$ cat config.mk
export PLATFORM = sky130hd
export DESIGN_NAME = timer8_output_compare_ctc
export DESIGN_NICKNAME = d
export VERILOG_FILES = /design/src/hw/timer8_pkg.sv /design/src/hw/timer8_output_compare_ctc.sv
export SDC_FILE = /design/constraint.sdc
export NUM_CORES = 1
export LEC_CHECK = 0
export BUFFER_PORTS_ARGS = -buffer_cell sky130_fd_sc_hd__buf_2
export CORE_UTILIZATION = 46
export CTS_CLUSTER_SIZE = 20
export DETAILED_ROUTE_END_ITERATION = 7
export GPL_TIMING_DRIVEN = 0
export PLACE_DENSITY = 0.72
export SLEW_MARGIN = 20
export SYNTH_ARGS = -nofsm -noshare
export SYNTH_HDL_FRONTEND = slang
export SYNTH_SLANG_ARGS = --single-unit
export TNS_END_PERCENT = 5
$ cat constraint.sdc
create_clock -name clk -period 2.4 [get_ports clk]
set_clock_uncertainty 0.05 [all_clocks]
set_input_delay 0.12 -clock clk [delete_from_list [all_inputs] [get_ports clk]]
set_output_delay 0.12 -clock clk [all_outputs]
set_load 0.005 [all_outputs]
$ cat src/hw/timer8_pkg.sv
// package: register map, field layout and mode codes of the 8-bit compare timer
package timer8_pkg;
	// register byte offsets on APB
	localparam logic [11:0] OFF_CONTROL = 12'h000;
	localparam logic [11:0] OFF_COUNTER = 12'h004;
	localparam logic [11:0] OFF_CMP_A = 12'h008;
	localparam logic [11:0] OFF_CMP_B = 12'h00C;
	localparam logic [11:0] OFF_FLAGS = 12'h010;
	localparam logic [11:0] OFF_IRQ_EN = 12'h014;
	localparam logic [11:0] OFF_FORCE = 12'h018;
	localparam logic [11:0] OFF_PINS = 12'h01C;
	// control field positions
	localparam int CTL_WGM_LSB = 0;
	localparam int CTL_CS_LSB = 4;
	localparam int CTL_COMA_LSB = 8;
	localparam int CTL_COMB_LSB = 10;
	// flag bit positions
	localparam int FLG_OVF = 0;
	localparam int FLG_MA = 1;
	localparam int FLG_MB = 2;
	// pins register fields
	localparam int PIN_PORT_A = 0;
	localparam int PIN_PORT_B = 1;
	localparam int PIN_DIR_A = 2;
	localparam int PIN_DIR_B = 3;
	// reset value and counter top
	localparam logic [7:0] RST_BYTE = 8'h00;
	localparam logic [7:0] MAX_COUNT = 8'hFF;
	// waveform modes
	localparam logic [2:0] WGM_NORMAL = 3'h0;
	localparam logic [2:0] WGM_CTC = 3'h2;
	// output action codes
	localparam logic [1:0] COM_NONE = 2'h0;
	localparam logic [1:0] COM_TOGGLE = 2'h1;
	localparam logic [1:0] COM_CLEAR = 2'h2;
	localparam logic [1:0] COM_SET = 2'h3;
	// prescale divider terminal counts (factor minus one)
	localparam logic [9:0] DIV_8 = 10'h007;
	localparam logic [9:0] DIV_64 = 10'h03F;
	localparam logic [9:0] DIV_256 = 10'h0FF;
	localparam logic [9:0] DIV_1024 = 10'h3FF;

	typedef struct packed {
		logic [1:0] comB;
		logic [1:0] comA;
		logic pad;
		logic [2:0] clockSourceSelect;
		logic [3:0] waveformModeSelect;
	} control_t;

	typedef struct packed {
		logic psel;
		logic penable;
		logic pwrite;
		logic [11:0] paddr;
		logic [31:0] pwdata;
	} apb_req_t;
endpackage

$ cat src/hw/timer8_output_compare_ctc.sv
// top: 8-bit timer with two compare channels, normal and clear-on-match modes, APB slave
//
// Contract
// - match flag set one tick after equality
// - flag and enable raise channel interrupt
// - flag clears on service or written one
// - pwm modes buffered, others immediate
// - buffered value loads at top/bottom only
// - cpu reaches buffer or active register
// - force strobe acts on output only
// - counter write blocks next tick's match
// - output action unbuffered, next match
// - reset clears compare output registers
// - nonzero action overrides port value
// - action zero leaves output unchanged
// - outputs kept across mode change
// - only mode bits shape counting
// - mode 0 counts up, wraps
// - normal overflow flag set at zero
// - mode 2 clears after match A
// - low compare A wraps through max
// - toggle action on channel A
// - prescale 1,8,64,256,1024
// - ctc overflow set at max to zero, except on a match A clear
// - select zero stops counting
// - cpu write beats hardware count
`timescale 1ns/1ps
module timer8_output_compare_ctc (
	input wire logic clk,
	input wire logic rst,
	input wire logic psel,
	input wire logic penable,
	input wire logic pwrite,
	input wire logic [11:0] paddr,
	input wire logic [31:0] pwdata,
	input wire logic [3:0] pstrb,
	output logic [31:0] prdata,
	output logic pready,
	output logic pslverr,
	input wire logic overflowAck,
	input wire logic matchAckA,
	input wire logic matchAckB,
	output logic overflowIrq,
	output logic matchIrqA,
	output logic matchIrqB,
	output logic pinOutA,
	output logic pinOutB,
	output logic pinOeA,
	output logic pinOeB
);
	timer8_pkg::control_t control;
	logic [7:0] counterValue;
	logic [7:0] compareValueA;
	logic [7:0] compareValueB;
	logic [7:0] bufferA;
	logic [7:0] bufferB;
	logic overflowFlag;
	logic matchFlagA;
	logic matchFlagB;
	logic [2:0] irqEnable;
	logic [3:0] pins;
	logic compareOutputA;
	logic compareOutputB;
	logic [9:0] prescale;
	logic timerTick;
	logic blockMatch;
	logic pendA;
	logic pendB;

	// ------------------------------------------------------------
	// bus decode
	// ------------------------------------------------------------
	logic wrEn;
	logic access;
	logic [2:0] waveformModeSelect;
	logic pwmMode;
	logic matchA;
	logic matchB;
	logic forceA;
	logic forceB;
	logic wrCounter;
	logic [7:0] wbyte;
	logic mapped;

	assign access = psel && penable && !pready;
	assign wrEn = access && pwrite && pstrb[0];
	assign wbyte = pwdata[7:0];
	assign waveformModeSelect = control.waveformModeSelect[2:0];
	// only 0 and 2 are non-pwm here
	assign pwmMode = (waveformModeSelect != timer8_pkg::WGM_NORMAL)
		&& (waveformModeSelect != timer8_pkg::WGM_CTC);
	assign wrCounter = wrEn && (paddr == timer8_pkg::OFF_COUNTER);
	assign forceA = wrEn && (paddr == timer8_pkg::OFF_FORCE) && wbyte[0] && !pwmMode;
	assign forceB = wrEn && (paddr == timer8_pkg::OFF_FORCE) && wbyte[1] && !pwmMode;
	assign matchA = timerTick && !blockMatch && (counterValue == compareValueA);
	assign matchB = timerTick && !blockMatch && (counterValue == compareValueB);
	assign mapped = (paddr[11:5] == 7'h00) && (paddr[1:0] == 2'h0);

	// ------------------------------------------------------------
	// prescaler
	// ------------------------------------------------------------
	logic [9:0] divTop;
	always_comb
	begin
		case (control.clockSourceSelect)
			3'h2: divTop = timer8_pkg::DIV_8;
			3'h3: divTop = timer8_pkg::DIV_64;
			3'h4: divTop = timer8_pkg::DIV_256;
			3'h5: divTop = timer8_pkg::DIV_1024;
			default: divTop = 10'h000;
		endcase
	end

	always_ff @(posedge clk)
	begin
		if (rst || control.clockSourceSelect == 3'h0)
		begin
			prescale <= 10'h000;
			timerTick <= 1'b0;
		end
		else if (control.clockSourceSelect > 3'h5)
		begin
			// external sources not present: treated as stopped
			prescale <= 10'h000;
			timerTick <= 1'b0;
		end
		else if (prescale >= divTop)
		begin
			prescale <= 10'h000;
			timerTick <= 1'b1;
		end
		else
		begin
			prescale <= prescale + 10'h001;
			timerTick <= 1'b0;
		end
	end

	// ------------------------------------------------------------
	// match blocking after counter write
	// ------------------------------------------------------------
	always_ff @(posedge clk)
	begin
		if (rst)
			blockMatch <= 1'b0;
		else if (wrCounter)
			blockMatch <= 1'b1;
		else if (timerTick)
			blockMatch <= 1'b0;
	end

	// ------------------------------------------------------------
	// counter
	// ------------------------------------------------------------
	always_ff @(posedge clk)
	begin
		if (rst)
			counterValue <= timer8_pkg::RST_BYTE;
		else if (wrCounter)
			counterValue <= wbyte;
		else if (timerTick)
		begin
			// sequence depends on mode bits only, never on output action
			if (waveformModeSelect == timer8_pkg::WGM_CTC && matchA && !blockMatch)
				counterValue <= timer8_pkg::RST_BYTE;
			else
				counterValue <= counterValue + 8'h01;
		end
	end

	// ------------------------------------------------------------
	// compare registers, buffered in pwm modes
	// ------------------------------------------------------------
	logic atTopOrBottom;
	assign atTopOrBottom = timerTick && (counterValue == timer8_pkg::MAX_COUNT);

	always_ff @(posedge clk)
	begin
		if (rst)
		begin
			compareValueA <= timer8_pkg::RST_BYTE;
			compareValueB <= timer8_pkg::RST_BYTE;
			bufferA <= timer8_pkg::RST_BYTE;
			bufferB <= timer8_pkg::RST_BYTE;
		end
		else
		begin
			if (wrEn && paddr == timer8_pkg::OFF_CMP_A)
			begin
				if (pwmMode)
					bufferA <= wbyte;
				else
				begin
					compareValueA <= wbyte;
					bufferA <= wbyte;
				end
			end
			else if (pwmMode && atTopOrBottom)
				compareValueA <= bufferA;
			if (wrEn && paddr == timer8_pkg::OFF_CMP_B)
			begin
				if (pwmMode)
					bufferB <= wbyte;
				else
				begin
					compareValueB <= wbyte;
					bufferB <= wbyte;
				end
			end
			else if (pwmMode && atTopOrBottom)
				compareValueB <= bufferB;
		end
	end

	// ------------------------------------------------------------
	// flags: match flags set on the tick after the match, overflow on its own tick, set wins over clear
	// ------------------------------------------------------------
	logic clrWrite;
	logic ovfEvent;
	assign clrWrite = wrEn && (paddr == timer8_pkg::OFF_FLAGS);
	assign ovfEvent = timerTick && !wrCounter && counterValue == timer8_pkg::MAX_COUNT
		&& !(waveformModeSelect == timer8_pkg::WGM_CTC && matchA);

	always_ff @(posedge clk)
	begin
		if (rst)
		begin
			pendA <= 1'b0;
			pendB <= 1'b0;
		end
		else
		begin
			if (matchA)
				pendA <= 1'b1;
			else if (timerTick)
				pendA <= 1'b0;
			if (matchB)
				pendB <= 1'b1;
			else if (timerTick)
				pendB <= 1'b0;
		end
	end

	always_ff @(posedge clk)
	begin
		if (rst)
		begin
			matchFlagA <= 1'b0;
			matchFlagB <= 1'b0;
			overflowFlag <= 1'b0;
		end
		else
		begin
			if (pendA && timerTick)
				matchFlagA <= 1'b1;
			else if (matchAckA || (clrWrite && wbyte[timer8_pkg::FLG_MA]))
				matchFlagA <= 1'b0;
			if (pendB && timerTick)
				matchFlagB <= 1'b1;
			else if (matchAckB || (clrWrite && wbyte[timer8_pkg::FLG_MB]))
				matchFlagB <= 1'b0;
			if (ovfEvent)
				overflowFlag <= 1'b1;
			else if (overflowAck || (clrWrite && wbyte[timer8_pkg::FLG_OVF]))
				overflowFlag <= 1'b0;
		end
	end

	always_ff @(posedge clk)
	begin
		if (rst)
		begin
			matchIrqA <= 1'b0;
			matchIrqB <= 1'b0;
			overflowIrq <= 1'b0;
		end
		else
		begin
			matchIrqA <= matchFlagA && irqEnable[timer8_pkg::FLG_MA];
			matchIrqB <= matchFlagB && irqEnable[timer8_pkg::FLG_MB];
			overflowIrq <= overflowFlag && irqEnable[timer8_pkg::FLG_OVF];
		end
	end

	// ------------------------------------------------------------
	// compare output registers
	// ------------------------------------------------------------
	function automatic logic applyAction(input logic [1:0] com, input logic cur);
		case (com)
			timer8_pkg::COM_TOGGLE: applyAction = !cur;
			timer8_pkg::COM_CLEAR: applyAction = 1'b0;
			timer8_pkg::COM_SET: applyAction = 1'b1;
			default: applyAction = cur;
		endcase
	endfunction

	// mode changes never touch these, so state survives them
	always_ff @(posedge clk)
	begin
		if (rst)
		begin
			compareOutputA <= 1'b0;
			compareOutputB <= 1'b0;
		end
		else
		begin
			// action read live, so a new setting applies at the next match
			if ((matchA && !pwmMode) || forceA)
				compareOutputA <= applyAction(control.comA, compareOutputA);
			if ((matchB && !pwmMode) || forceB)
				compareOutputB <= applyAction(control.comB, compareOutputB);
		end
	end

	// ------------------------------------------------------------
	// pin override
	// ------------------------------------------------------------
	always_ff @(posedge clk)
	begin
		if (rst)
		begin
			pinOutA <= 1'b0;
			pinOutB <= 1'b0;
			pinOeA <= 1'b0;
			pinOeB <= 1'b0;
		end
		else
		begin
			pinOutA <= (control.comA != timer8_pkg::COM_NONE) ? compareOutputA
				: pins[timer8_pkg::PIN_PORT_A];
			pinOutB <= (control.comB != timer8_pkg::COM_NONE) ? compareOutputB
				: pins[timer8_pkg::PIN_PORT_B];
			pinOeA <= pins[timer8_pkg::PIN_DIR_A];
			pinOeB <= pins[timer8_pkg::PIN_DIR_B];
		end
	end

	// ------------------------------------------------------------
	// control registers
	// ------------------------------------------------------------
	always_ff @(posedge clk)
	begin
		if (rst)
		begin
			control <= '0;
			irqEnable <= 3'h0;
			pins <= 4'h0;
		end
		else if (wrEn)
		begin
			if (paddr == timer8_pkg::OFF_CONTROL)
			begin
				control <= pwdata[11:0];
				control.pad <= 1'b0;
			end
			if (paddr == timer8_pkg::OFF_IRQ_EN)
				irqEnable <= wbyte[2:0];
			if (paddr == timer8_pkg::OFF_PINS)
				pins <= wbyte[3:0];
		end
	end

	// ------------------------------------------------------------
	// apb answer: one wait state, pready one cycle
	// ------------------------------------------------------------
	logic [31:0] rdMux;
	always_comb
	begin
		rdMux = 32'h0000_0000;
		case (paddr)
			timer8_pkg::OFF_CONTROL: rdMux = {20'h00000, control};
			timer8_pkg::OFF_COUNTER: rdMux = {24'h000000, counterValue};
			timer8_pkg::OFF_CMP_A: rdMux = {24'h000000, pwmMode ? bufferA : compareValueA};
			timer8_pkg::OFF_CMP_B: rdMux = {24'h000000, pwmMode ? bufferB : compareValueB};
			timer8_pkg::OFF_FLAGS: rdMux = {29'h00000000, matchFlagB, matchFlagA, overflowFlag};
			timer8_pkg::OFF_IRQ_EN: rdMux = {29'h00000000, irqEnable};
			timer8_pkg::OFF_PINS: rdMux = {26'h0000000, compareOutputB, compareOutputA, pins};
			default: rdMux = 32'h0000_0000;
		endcase
	end

	always_ff @(posedge clk)
	begin
		if (rst)
		begin
			pready <= 1'b0;
			pslverr <= 1'b0;
			prdata <= 32'h0000_0000;
		end
		else
		begin
			pready <= access;
			pslverr <= access && !mapped;
			prdata <= (access && !pwrite) ? rdMux : 32'h0000_0000;
		end
	end
endmodule // timer8_output_compare_ctc

==> results.ini, run 1 <==
[sta]
post-route-period-util=1.01
maxSlewViolCount=0
fin_setup_tns_ps=-68.2
fmax_ghz=0.412
finalWorstSetupSlack_ps=-25.3
finalHoldViolations=0
worst_slew_pin_slew_ps=987
hold_ws_ps=36.6
min_period_ps=2430
slew_headroom=0.336
rsz0062_at_grt=yes
setup_viol=8

[power]
p_comb_frac=0.052
leakagePower_nw=2.40
powerDensity_nw_per_um2=548
finalPower_mw=3.41
ir_drop_v=0.000406
intPower_mw=2.62
switching_share=0.231
pwr-share-clk=0.470
sequentialPowerShare=0.477
p_switching_mw=0.786

[clock_network]
cts_tree=done
htreeDepth=3
path_clk_slew_ps=70
ctsRootBufferMaster=clkbuf_16
clock_latency_ps=350
cts_setup_buffers=0
cts_buffers=9
clock-sinks=98
clockBufferDepth=2

[floorplan]
die-area_sq_um=11800
dieWidth_um=108
rows=38
ioPinCount=97
die_h_um=108
start_util=0.476
core_sq_um=10900

[placement]
port_buffers=50
place_congestion=0.960
post_dp_cell_area_sq_um=5710
hpwl_um=11200
dp.cells=810
dp_slack_ps=-193

[critical_path]
r2r_start=counterValue[0]$_SDFFE_PP0P_
rrSetupSlack_ps=-30
endpoint=compareValueB[7]$_SDFFE_PP0P_
critPathArrivalTime_ps=2620
worstRegToRegCells=6
r2r_end=compareValueB[7]$_SDFFE_PP0P_
worstSetupEndpointType=flip-flop
critical_path.cell_chain=ha_2 -> nand3_2 -> or4b_1 -> buf_2 -> mux2_4 -> a2111oi_4
cpMaxStageDelayCell=or4b_1
crit_type=flip-flop to flip-flop
start_kind=flip-flop
cp_slowest_stage_delay_ps=490
crit_start=counterValue[0]$_SDFFE_PP0P_
cp.required_ps=2600
path_max_fanout=9

[synth]
ys_seq_elements=98
syn_inst=601
synth-async-reset-ratio=0
synth_cell_type_count=60
avgSynthCellArea_sq_um=8.67
synth_warnings=0
seq_area_frac_synth=0.377
synth-edff-count=0
synthFlopType=dfxtp_1
syn-cell-area_sq_um=5210

[detailed_routing]
wire_per_inst_um=19.0
vias=4966
drc=0
via_per_inst=5.98
first_pass_iters=6
finalWirelength_um=15700
drt_iter0_markers=447
ant_nets=0

[cells_and_area]
final_nets=755
fin_cells=830
antenna-diode-count=0
layout_commonest_cell=dfxtp_1
syn_to_final_growth_pct=19.4
fin_area_sq_um=6220
layout_common_cells=dfxtp_1, nand2_1, buf_2
final_util=0.569
drive_gt1_frac=0.223

[outcome]
violations=negative setup slack
status=finished with violations

[global_routing]
track_usage=0.272
grt_pass1_wl_um=24200
overflow=0
antenna_found_initial=0
grt_pass1_vias=4650
grt_max_degree=18

[min_path]
hp-class=input port to flip-flop

[run]
cap_viol_max_count=0

==> power by group through the flow <==
stage | clock, mW | combinational [mW] | sequential [mW]
2_1_floorplan | 0 | 0.0940 | 1.66
3_3_place_gp | 0 | 0.163 | 1.66
3_5_place_dp | 0 | 0.165 | 1.66
4_1_cts | 1.60 | 0.171 | 1.63
5_1_grt | 1.66 | 0.191 | 1.63
6_report | 1.60 | 0.179 | 1.63
==> registers in the layout, indices dropped and copies added, names as in the netlist, 3 cells and up <==
signal,count
pins,4
bufferA,8
compareValueB,8
bufferB,8
counterValue,8
prescale,10
control,11
compareValueA,8
irqEnable,3
prdata,12
==> repair_timing <==
action                     4_1_cts  5_1_grt
resized for setup               12       29
pin swaps                        0        1
hold buffers                     4        0
setup endpoints to repair       33       49
hold endpoints to repair         4        0
gates cloned                     0        1
==> how the worst min path moves through the flow <==
stage / from / slack, ps / cells after the start / to
global route: matchAckA / 60 / 4 / matchFlagA$_SDFFE_PP0P_
finish: pwdata[7] / 40 / 3 / bufferB[7]$_SDFFE_PP0P_
floorplan: pwdata[3] / 210 / 2 / bufferA[3]$_SDFFE_PP0P_
detailed placement: pwdata[8] / 330 / 3 / control[8]$_SDFFE_PP0P_
global placement: pwdata[8] / 320 / 3 / control[8]$_SDFFE_PP0P_
CTS: pwdata[7] / 30 / 3 / bufferB[7]$_SDFFE_PP0P_
==> cell type report <==
cell class | instances | area, sq um
flip-flops and latches | 98 | 1970
well taps | 140 | 175
clock inverters | 6 | 98.8
clock buffers | 10 | 229
repair buffers | 55 | 295
multi-input cells | 439 | 3040
plain buffers | 58 | 324
inverters | 24 | 90.1
fillers | 991 | 4720
==> worst max-delay path: cells and delay by family (launching register included) <==
family / cells / cell delay [ps]
buffers and inverters: 1 / 210
flip-flops: 1 / 440
AO/OA/AOI/OAI: 1 / 380
AND/OR/NAND/NOR: 2 / 620
adder cells (fa/ha/maj): 1 / 250
multiplexers: 1 / 370
==> cells in the mapped netlist (15+ instances only) <==
| cell type | count | area (sq um) |
|---|---|---|
| dfxtp_1 | 98 | 1960 |
| clkbuf_1 | 28 | 105 |
| nor2_1 | 18 | 67.6 |
| inv_1 | 24 | 90.1 |
| mux2i_1 | 23 | 230 |
| a21oi_1 | 45 | 225 |
| nand2_1 | 84 | 315 |
| xnor2_1 | 19 | 166 |
| nor3_1 | 30 | 150 |
| and3_1 | 15 | 93.8 |
| buf_4 | 21 | 158 |
| nand3_1 | 16 | 80.1 |
==> logic make-up (layout without fill, tap and decap cells) <==
group,count (synthesis),after routing,synth area share
DFF,98,98,0.377
muxes,28,28,0.0579
AOI/OAI and AO/OA,123,123,0.176
buffers and inverters,83,153,0.0769
adders and majority gates,14,14,0.0336
other,1,20,0.000720
xor gates and xnor gates,30,30,0.0504
and+or+nand+nor,224,224,0.228
==> layer usage <==
metal | up-vias | track usage | wire, um
li1 | 2294 | - | -
met1 | 2352 | 0.335 | 6420
met2 | 258 | 0.445 | 7190
met3 | 62 | 0.0338 | 1270
met4 | 0 | 0.180 | 848
met5 | - | 0 | 0
(Power assumes the default switching activity.)
==> run 2, diff against run 1 <==
--- a/config.mk
+++ b/config.mk
@@ -5,7 +5,7 @@
 export SDC_FILE = /design/constraint.sdc
 export NUM_CORES = 1
 export LEC_CHECK = 0
-export BUFFER_PORTS_ARGS = -buffer_cell sky130_fd_sc_hd__buf_2
+export BUFFER_PORTS_ARGS = -buffer_cell sky130_fd_sc_hd__buf_4
 export CORE_UTILIZATION = 46
 export CTS_CLUSTER_SIZE = 20
 export DETAILED_ROUTE_END_ITERATION = 7
==> results.ini, run 2 (synthesis results as in run 1) <==
[global_routing]
antenna_found_initial=0
grt_pass1_wl_um=24200
grt_pass1_vias=4541
grt_max_degree=18
track_usage=0.274
overflow=0

[cells_and_area]
layout_commonest_cell=dfxtp_1
regMostFlops=prdata
fin_cells=830
fillers=970
largest_register_ffs=12
biggestRegsByFlops=prdata x12, control x11, prescale x10
layout_common_cells=dfxtp_1, nand2_1, buf_4
fin_area_sq_um=6280
antenna-diode-count=0
drive_gt1_frac=0.219
syn_to_final_growth_pct=20.6
final_nets=755

[critical_path]
cp_slowest_stage_delay_ps=420
critical_path.cell_chain=clkbuf_1 -> and2_1 -> or4b_1 -> buf_2 -> mux2_4 -> a2111oi_2
critPathBufInv=2
start_kind=flip-flop
r2r_end=compareValueB[6]$_SDFFE_PP0P_
critPathArrivalTime_ps=2640
worstSetupEndpointType=flip-flop
rrSetupSlack_ps=-50
path_max_fanout=9
crit_type=flip-flop to flip-flop
r2r_start=counterValue[6]$_SDFFE_PP0P_
cp.required_ps=2600
worstRegToRegCells=6
critPathTopFamily=simple AND/OR/NAND/NOR gates
cpMaxStageDelayCell=or4b_1

[floorplan]
dieWidth_um=108
die_h_um=108
rows=38
die-area_sq_um=11800
ioPinCount=97
core_sq_um=10900
start_util=0.476

[run]
cap_viol_max_count=0

[outcome]
violations=negative setup slack
status=finished with violations

[detailed_routing]
wire_per_inst_um=19.1
via_per_inst=5.91
first_pass_iters=5
drt_iter0_markers=450
ant_nets=0
vias=4903
drc=0
finalWirelength_um=15900

[clock_network]
clock-sinks=98
clockBufferDepth=2
ctsRootBufferMaster=clkbuf_16
htreeDepth=3
cts_tree=done
path_clk_slew_ps=70
clock_latency_ps=350
cts_setup_buffers=0
cts_buffers=9

[placement]
place_congestion=0.956
dp_slack_ps=-249
hpwl_um=11500
port_buffers=50
dp.cells=810
post_dp_cell_area_sq_um=5830

[power]
finalPower_mw=3.30
powerDensity_nw_per_um2=526
ir_drop_v=0.000375
leakagePower_nw=2.40

[sta]
worst_slew_pin_slew_ps=988
min_period_ps=2450
finalWorstSetupSlack_ps=-45.2
post-route-period-util=1.02
maxSlewViolCount=0
setup_viol=9
slew_headroom=0.335
fin_setup_tns_ps=-255
rsz0062_at_grt=yes
fmax_ghz=0.409
finalHoldViolations=0

[min_path]
hold_path.startpoint=pwdata[7]
hold-path-cell-count=3
hp-class=input port to flip-flop
hold_path_end=bufferB[7]$_SDFFE_PP0P_

[run 2: cell types whose count changed in the layout (fill, tap and decap cells not counted), sizes merged]
cell and delta:
inv +1, bufinv -1, clkinv -1, buf -1, clkinvlp +1, clkbuf +1
[run 2: worst max-delay path by stage]
stage / cells past startpoint / endpoint / slack [ps] / from
5_1_grt: 6 / compareValueB[0]$_SDFFE_PP0P_ / -190 / counterValue[6]$_SDFFE_PP0P_
3_5_place_dp: 6 / prdata[1]$_SDFF_PP0_ / -250 / paddr[11]
4_1_cts: 9 / prescale[7]$_SDFF_PP0_ / -80 / control[5]$_SDFFE_PP0P_
6_report: 6 / compareValueB[6]$_SDFFE_PP0P_ / -50 / counterValue[6]$_SDFFE_PP0P_
3_3_place_gp: 6 / prdata[1]$_SDFF_PP0_ / -210 / paddr[11]
2_1_floorplan: 7 / compareValueB[0]$_SDFFE_PP0P_ / 210 / counterValue[2]$_SDFFE_PP0P_
[run 2: per-layer routing]
layer	global-route usage	up-vias	part of all wire
li1	-	2295	-
met1	0.353	2320	0.42
met2	0.451	250	0.47
met3	0.0410	38	0.081
met4	0.120	0	0.030
met5	0	-	0
[run 2: through the flow]
stage | utilization | hold slack [ps]
after CTS | 0.569 | 10.8
final | 0.574 | 16.2
after global routing | 0.574 | 20.3
after detailed placement | 0.533 | 338
after floorplan | - | 210
after global placement | 0.533 | 334
[run 2: report_power, final]
group	switching (mW)	internal, mW
registers	0.000439	1.62
logic	0.112	0.0791
clock network	0.666	0.820
[run 2: cell type report]
| cell class | instances | area (sq um) | share of cell area |
|---|---|---|---|
| plain buffers | 59 | 327 | 0.0520 |
| flip-flops and latches | 98 | 1970 | 0.313 |
| well taps | 140 | 175 | 0.0279 |
| repair buffers | 54 | 415 | 0.0661 |
| inverters | 24 | 90.1 | 0.0143 |
| clock buffers | 10 | 229 | 0.0364 |
| multi-input cells | 439 | 3010 | 0.479 |
| clock inverters | 6 | 71.3 | 0.0114 |
[run 2: what timing repair did]
action / 4_1_cts / 5_1_grt
endpoints found under the setup margin: 30 / 59
pin swaps: 1 / 0
gates resized for setup: 15 / 18
hold buffers: 4 / 0
hold endpoints to repair: 4 / 0
[run 2: worst min-delay path, cell delays in order]
cell     delay (ps)
buf_4           140
nand2_1          60
a21oi_1          50
==> run 3, diff against run 2 <==
--- a/config.mk
+++ b/config.mk
@@ -11,6 +11,7 @@
 export DETAILED_ROUTE_END_ITERATION = 7
 export GPL_TIMING_DRIVEN = 0
 export PLACE_DENSITY = 0.72
+export RECOVER_POWER = 50
 export SLEW_MARGIN = 20
 export SYNTH_ARGS = -nofsm -noshare
 export SYNTH_HDL_FRONTEND = slang
==> results.ini, run 3 (synthesis results as in run 1) <==
[cells_and_area]
antenna-diode-count=0
final_nets=755
layout_commonest_cell=dfxtp_1
regMostFlops=prdata
biggestRegsByFlops=prdata x12, control x11, prescale x10
drive_gt1_frac=0.207
syn_to_final_growth_pct=20.2
fin_area_sq_um=6260
layout_common_cells=dfxtp_1, nand2_1, buf_4
final_util=0.573
largest_register_ffs=12

[detailed_routing]
ant_nets=0
drc=0
finalWirelength_um=15800
via_per_inst=5.93
drt_iter0_markers=509
first_pass_iters=5
vias=4922
wire_per_inst_um=19.0

[run]
cap_viol_max_count=0

[floorplan]
rows=38
die-area_sq_um=11800
die_h_um=108
ioPinCount=97
core_sq_um=10900
dieWidth_um=108
start_util=0.476

[power]
leakagePower_nw=2.36
ir_drop_v=0.000375
powerDensity_nw_per_um2=527

[placement]
hpwl_um=11500
post_dp_cell_area_sq_um=5830
place_congestion=0.956
port_buffers=50

[sta]
maxSlewViolCount=0
fin_setup_tns_ps=-337
fmax_ghz=0.406
slew_headroom=0.342
finalHoldViolations=0
min_period_ps=2460
setup_viol=8
rsz0062_at_grt=yes
finalWorstSetupSlack_ps=-62.1
worst_slew_pin_slew_ps=977
post-route-period-util=1.03
hold_ws_ps=20.9

[global_routing]
grt_busiest_layer=met2
grt_pass1_vias=4541
overflow=0
use_met3=0.0410
grt_pass1_wl_um=24200
grt_use_met1=0.353
grt_util_met2=0.451
grt_max_degree=18
track_usage=0.274
antenna_found_initial=0

[min_path]
hp-class=input port to flip-flop

[clock_network]
ctsRootBufferMaster=clkbuf_16
clock-sinks=98
clock_latency_ps=350
cts_buffers=9
path_clk_slew_ps=70
clockBufferDepth=2
cts_tree=done
htreeDepth=3

[critical_path]
critical_path.cell_chain=clkbuf_1 -> and2_1 -> or4b_1 -> buf_2 -> mux2_4 -> a2111oi_2
crit_type=flip-flop to flip-flop
path_max_fanout=9
worstSetupEndpointType=flip-flop
cp.required_ps=2590
cp_slowest_stage_delay_ps=420
start_kind=flip-flop
cpMaxStageDelayCell=or4b_1
critPathArrivalTime_ps=2660

[outcome]
violations=negative setup slack
status=finished with violations

-- run 3: worst max-delay path, delay by kind of cell, from the launching register on --
family	cells	cell delay, ps
AND/OR/NAND/NOR	2	640
buffers and inverters	2	600
AO/OA/AOI/OAI	1	380
flip-flops	1	320
multiplexers	1	360
-- run 3: area by class of cell --
| cell class | count | area, sq um |
|---|---|---|
| Clock inverter | 6 | 71.3 |
| Sequential cell | 98 | 1970 |
| Buffer | 59 | 324 |
| Fill cell | 980 | 4670 |
| Tap cell | 140 | 175 |
| Multi-Input combinational cell | 439 | 3000 |
| Inverter | 24 | 90.1 |
| Clock buffer | 10 | 229 |
| Timing Repair Buffer | 54 | 400 |
-- run 3: where the power goes --
group | switching, mW | total [mW] | internal, mW
combinational | 0.112 | 0.190 | 0.0780
sequential | 0.000419 | 1.63 | 1.62
clock | 0.666 | 1.49 | 0.821
total | 0.779 | 3.30 | 2.52
-- run 3: path summary, 6_finish.rpt --
check	startpoint	endpoint	slack, ps	cells after the start
setup / recovery	counterValue[6]$_SDFFE_PP0P_	compareValueB[6]$_SDFFE_PP0P_	-60	6
hold / removal	pwdata[7]	bufferB[7]$_SDFFE_PP0P_	20	3
setup reg to reg	counterValue[6]$_SDFFE_PP0P_	compareValueB[6]$_SDFFE_PP0P_	-60	6
hold reg to reg	control[3]$_SDFFE_PP0P_	control[3]$_SDFFE_PP0P_	410	2
-- run 3: per-layer routing --
layer | up-vias | share of wire
li1 | 2292 | -
met1 | 2339 | 0.43
met2 | 250 | 0.46
met3 | 41 | 0.073
met4 | 0 | 0.033
met5 | - | 0
-- run 3: what timing repair did --
| item | 4_1_cts | 5_1_grt |
|---|---|---|
| pin swaps | 1 | 0 |
| hold buffers | 4 | 0 |
| buffers inserted | 0 | 0 |
| endpoints found under the hold margin | 4 | 0 |
| endpoints found under the setup margin | 30 | 59 |
| gates resized for setup | 15 | 18 |
-- run 3: per-stage QoR --
stage | power [mW] | worst slack, ps | std cells
after detailed placement | 1.84 | -249 | 810
after CTS | 3.31 | -75.4 | 830
final | 3.30 | -62.1 | 830
after global routing | 3.38 | -192 | 830
after floorplan | 1.76 | 208 | 620
after global placement | 1.84 | -215 | 810
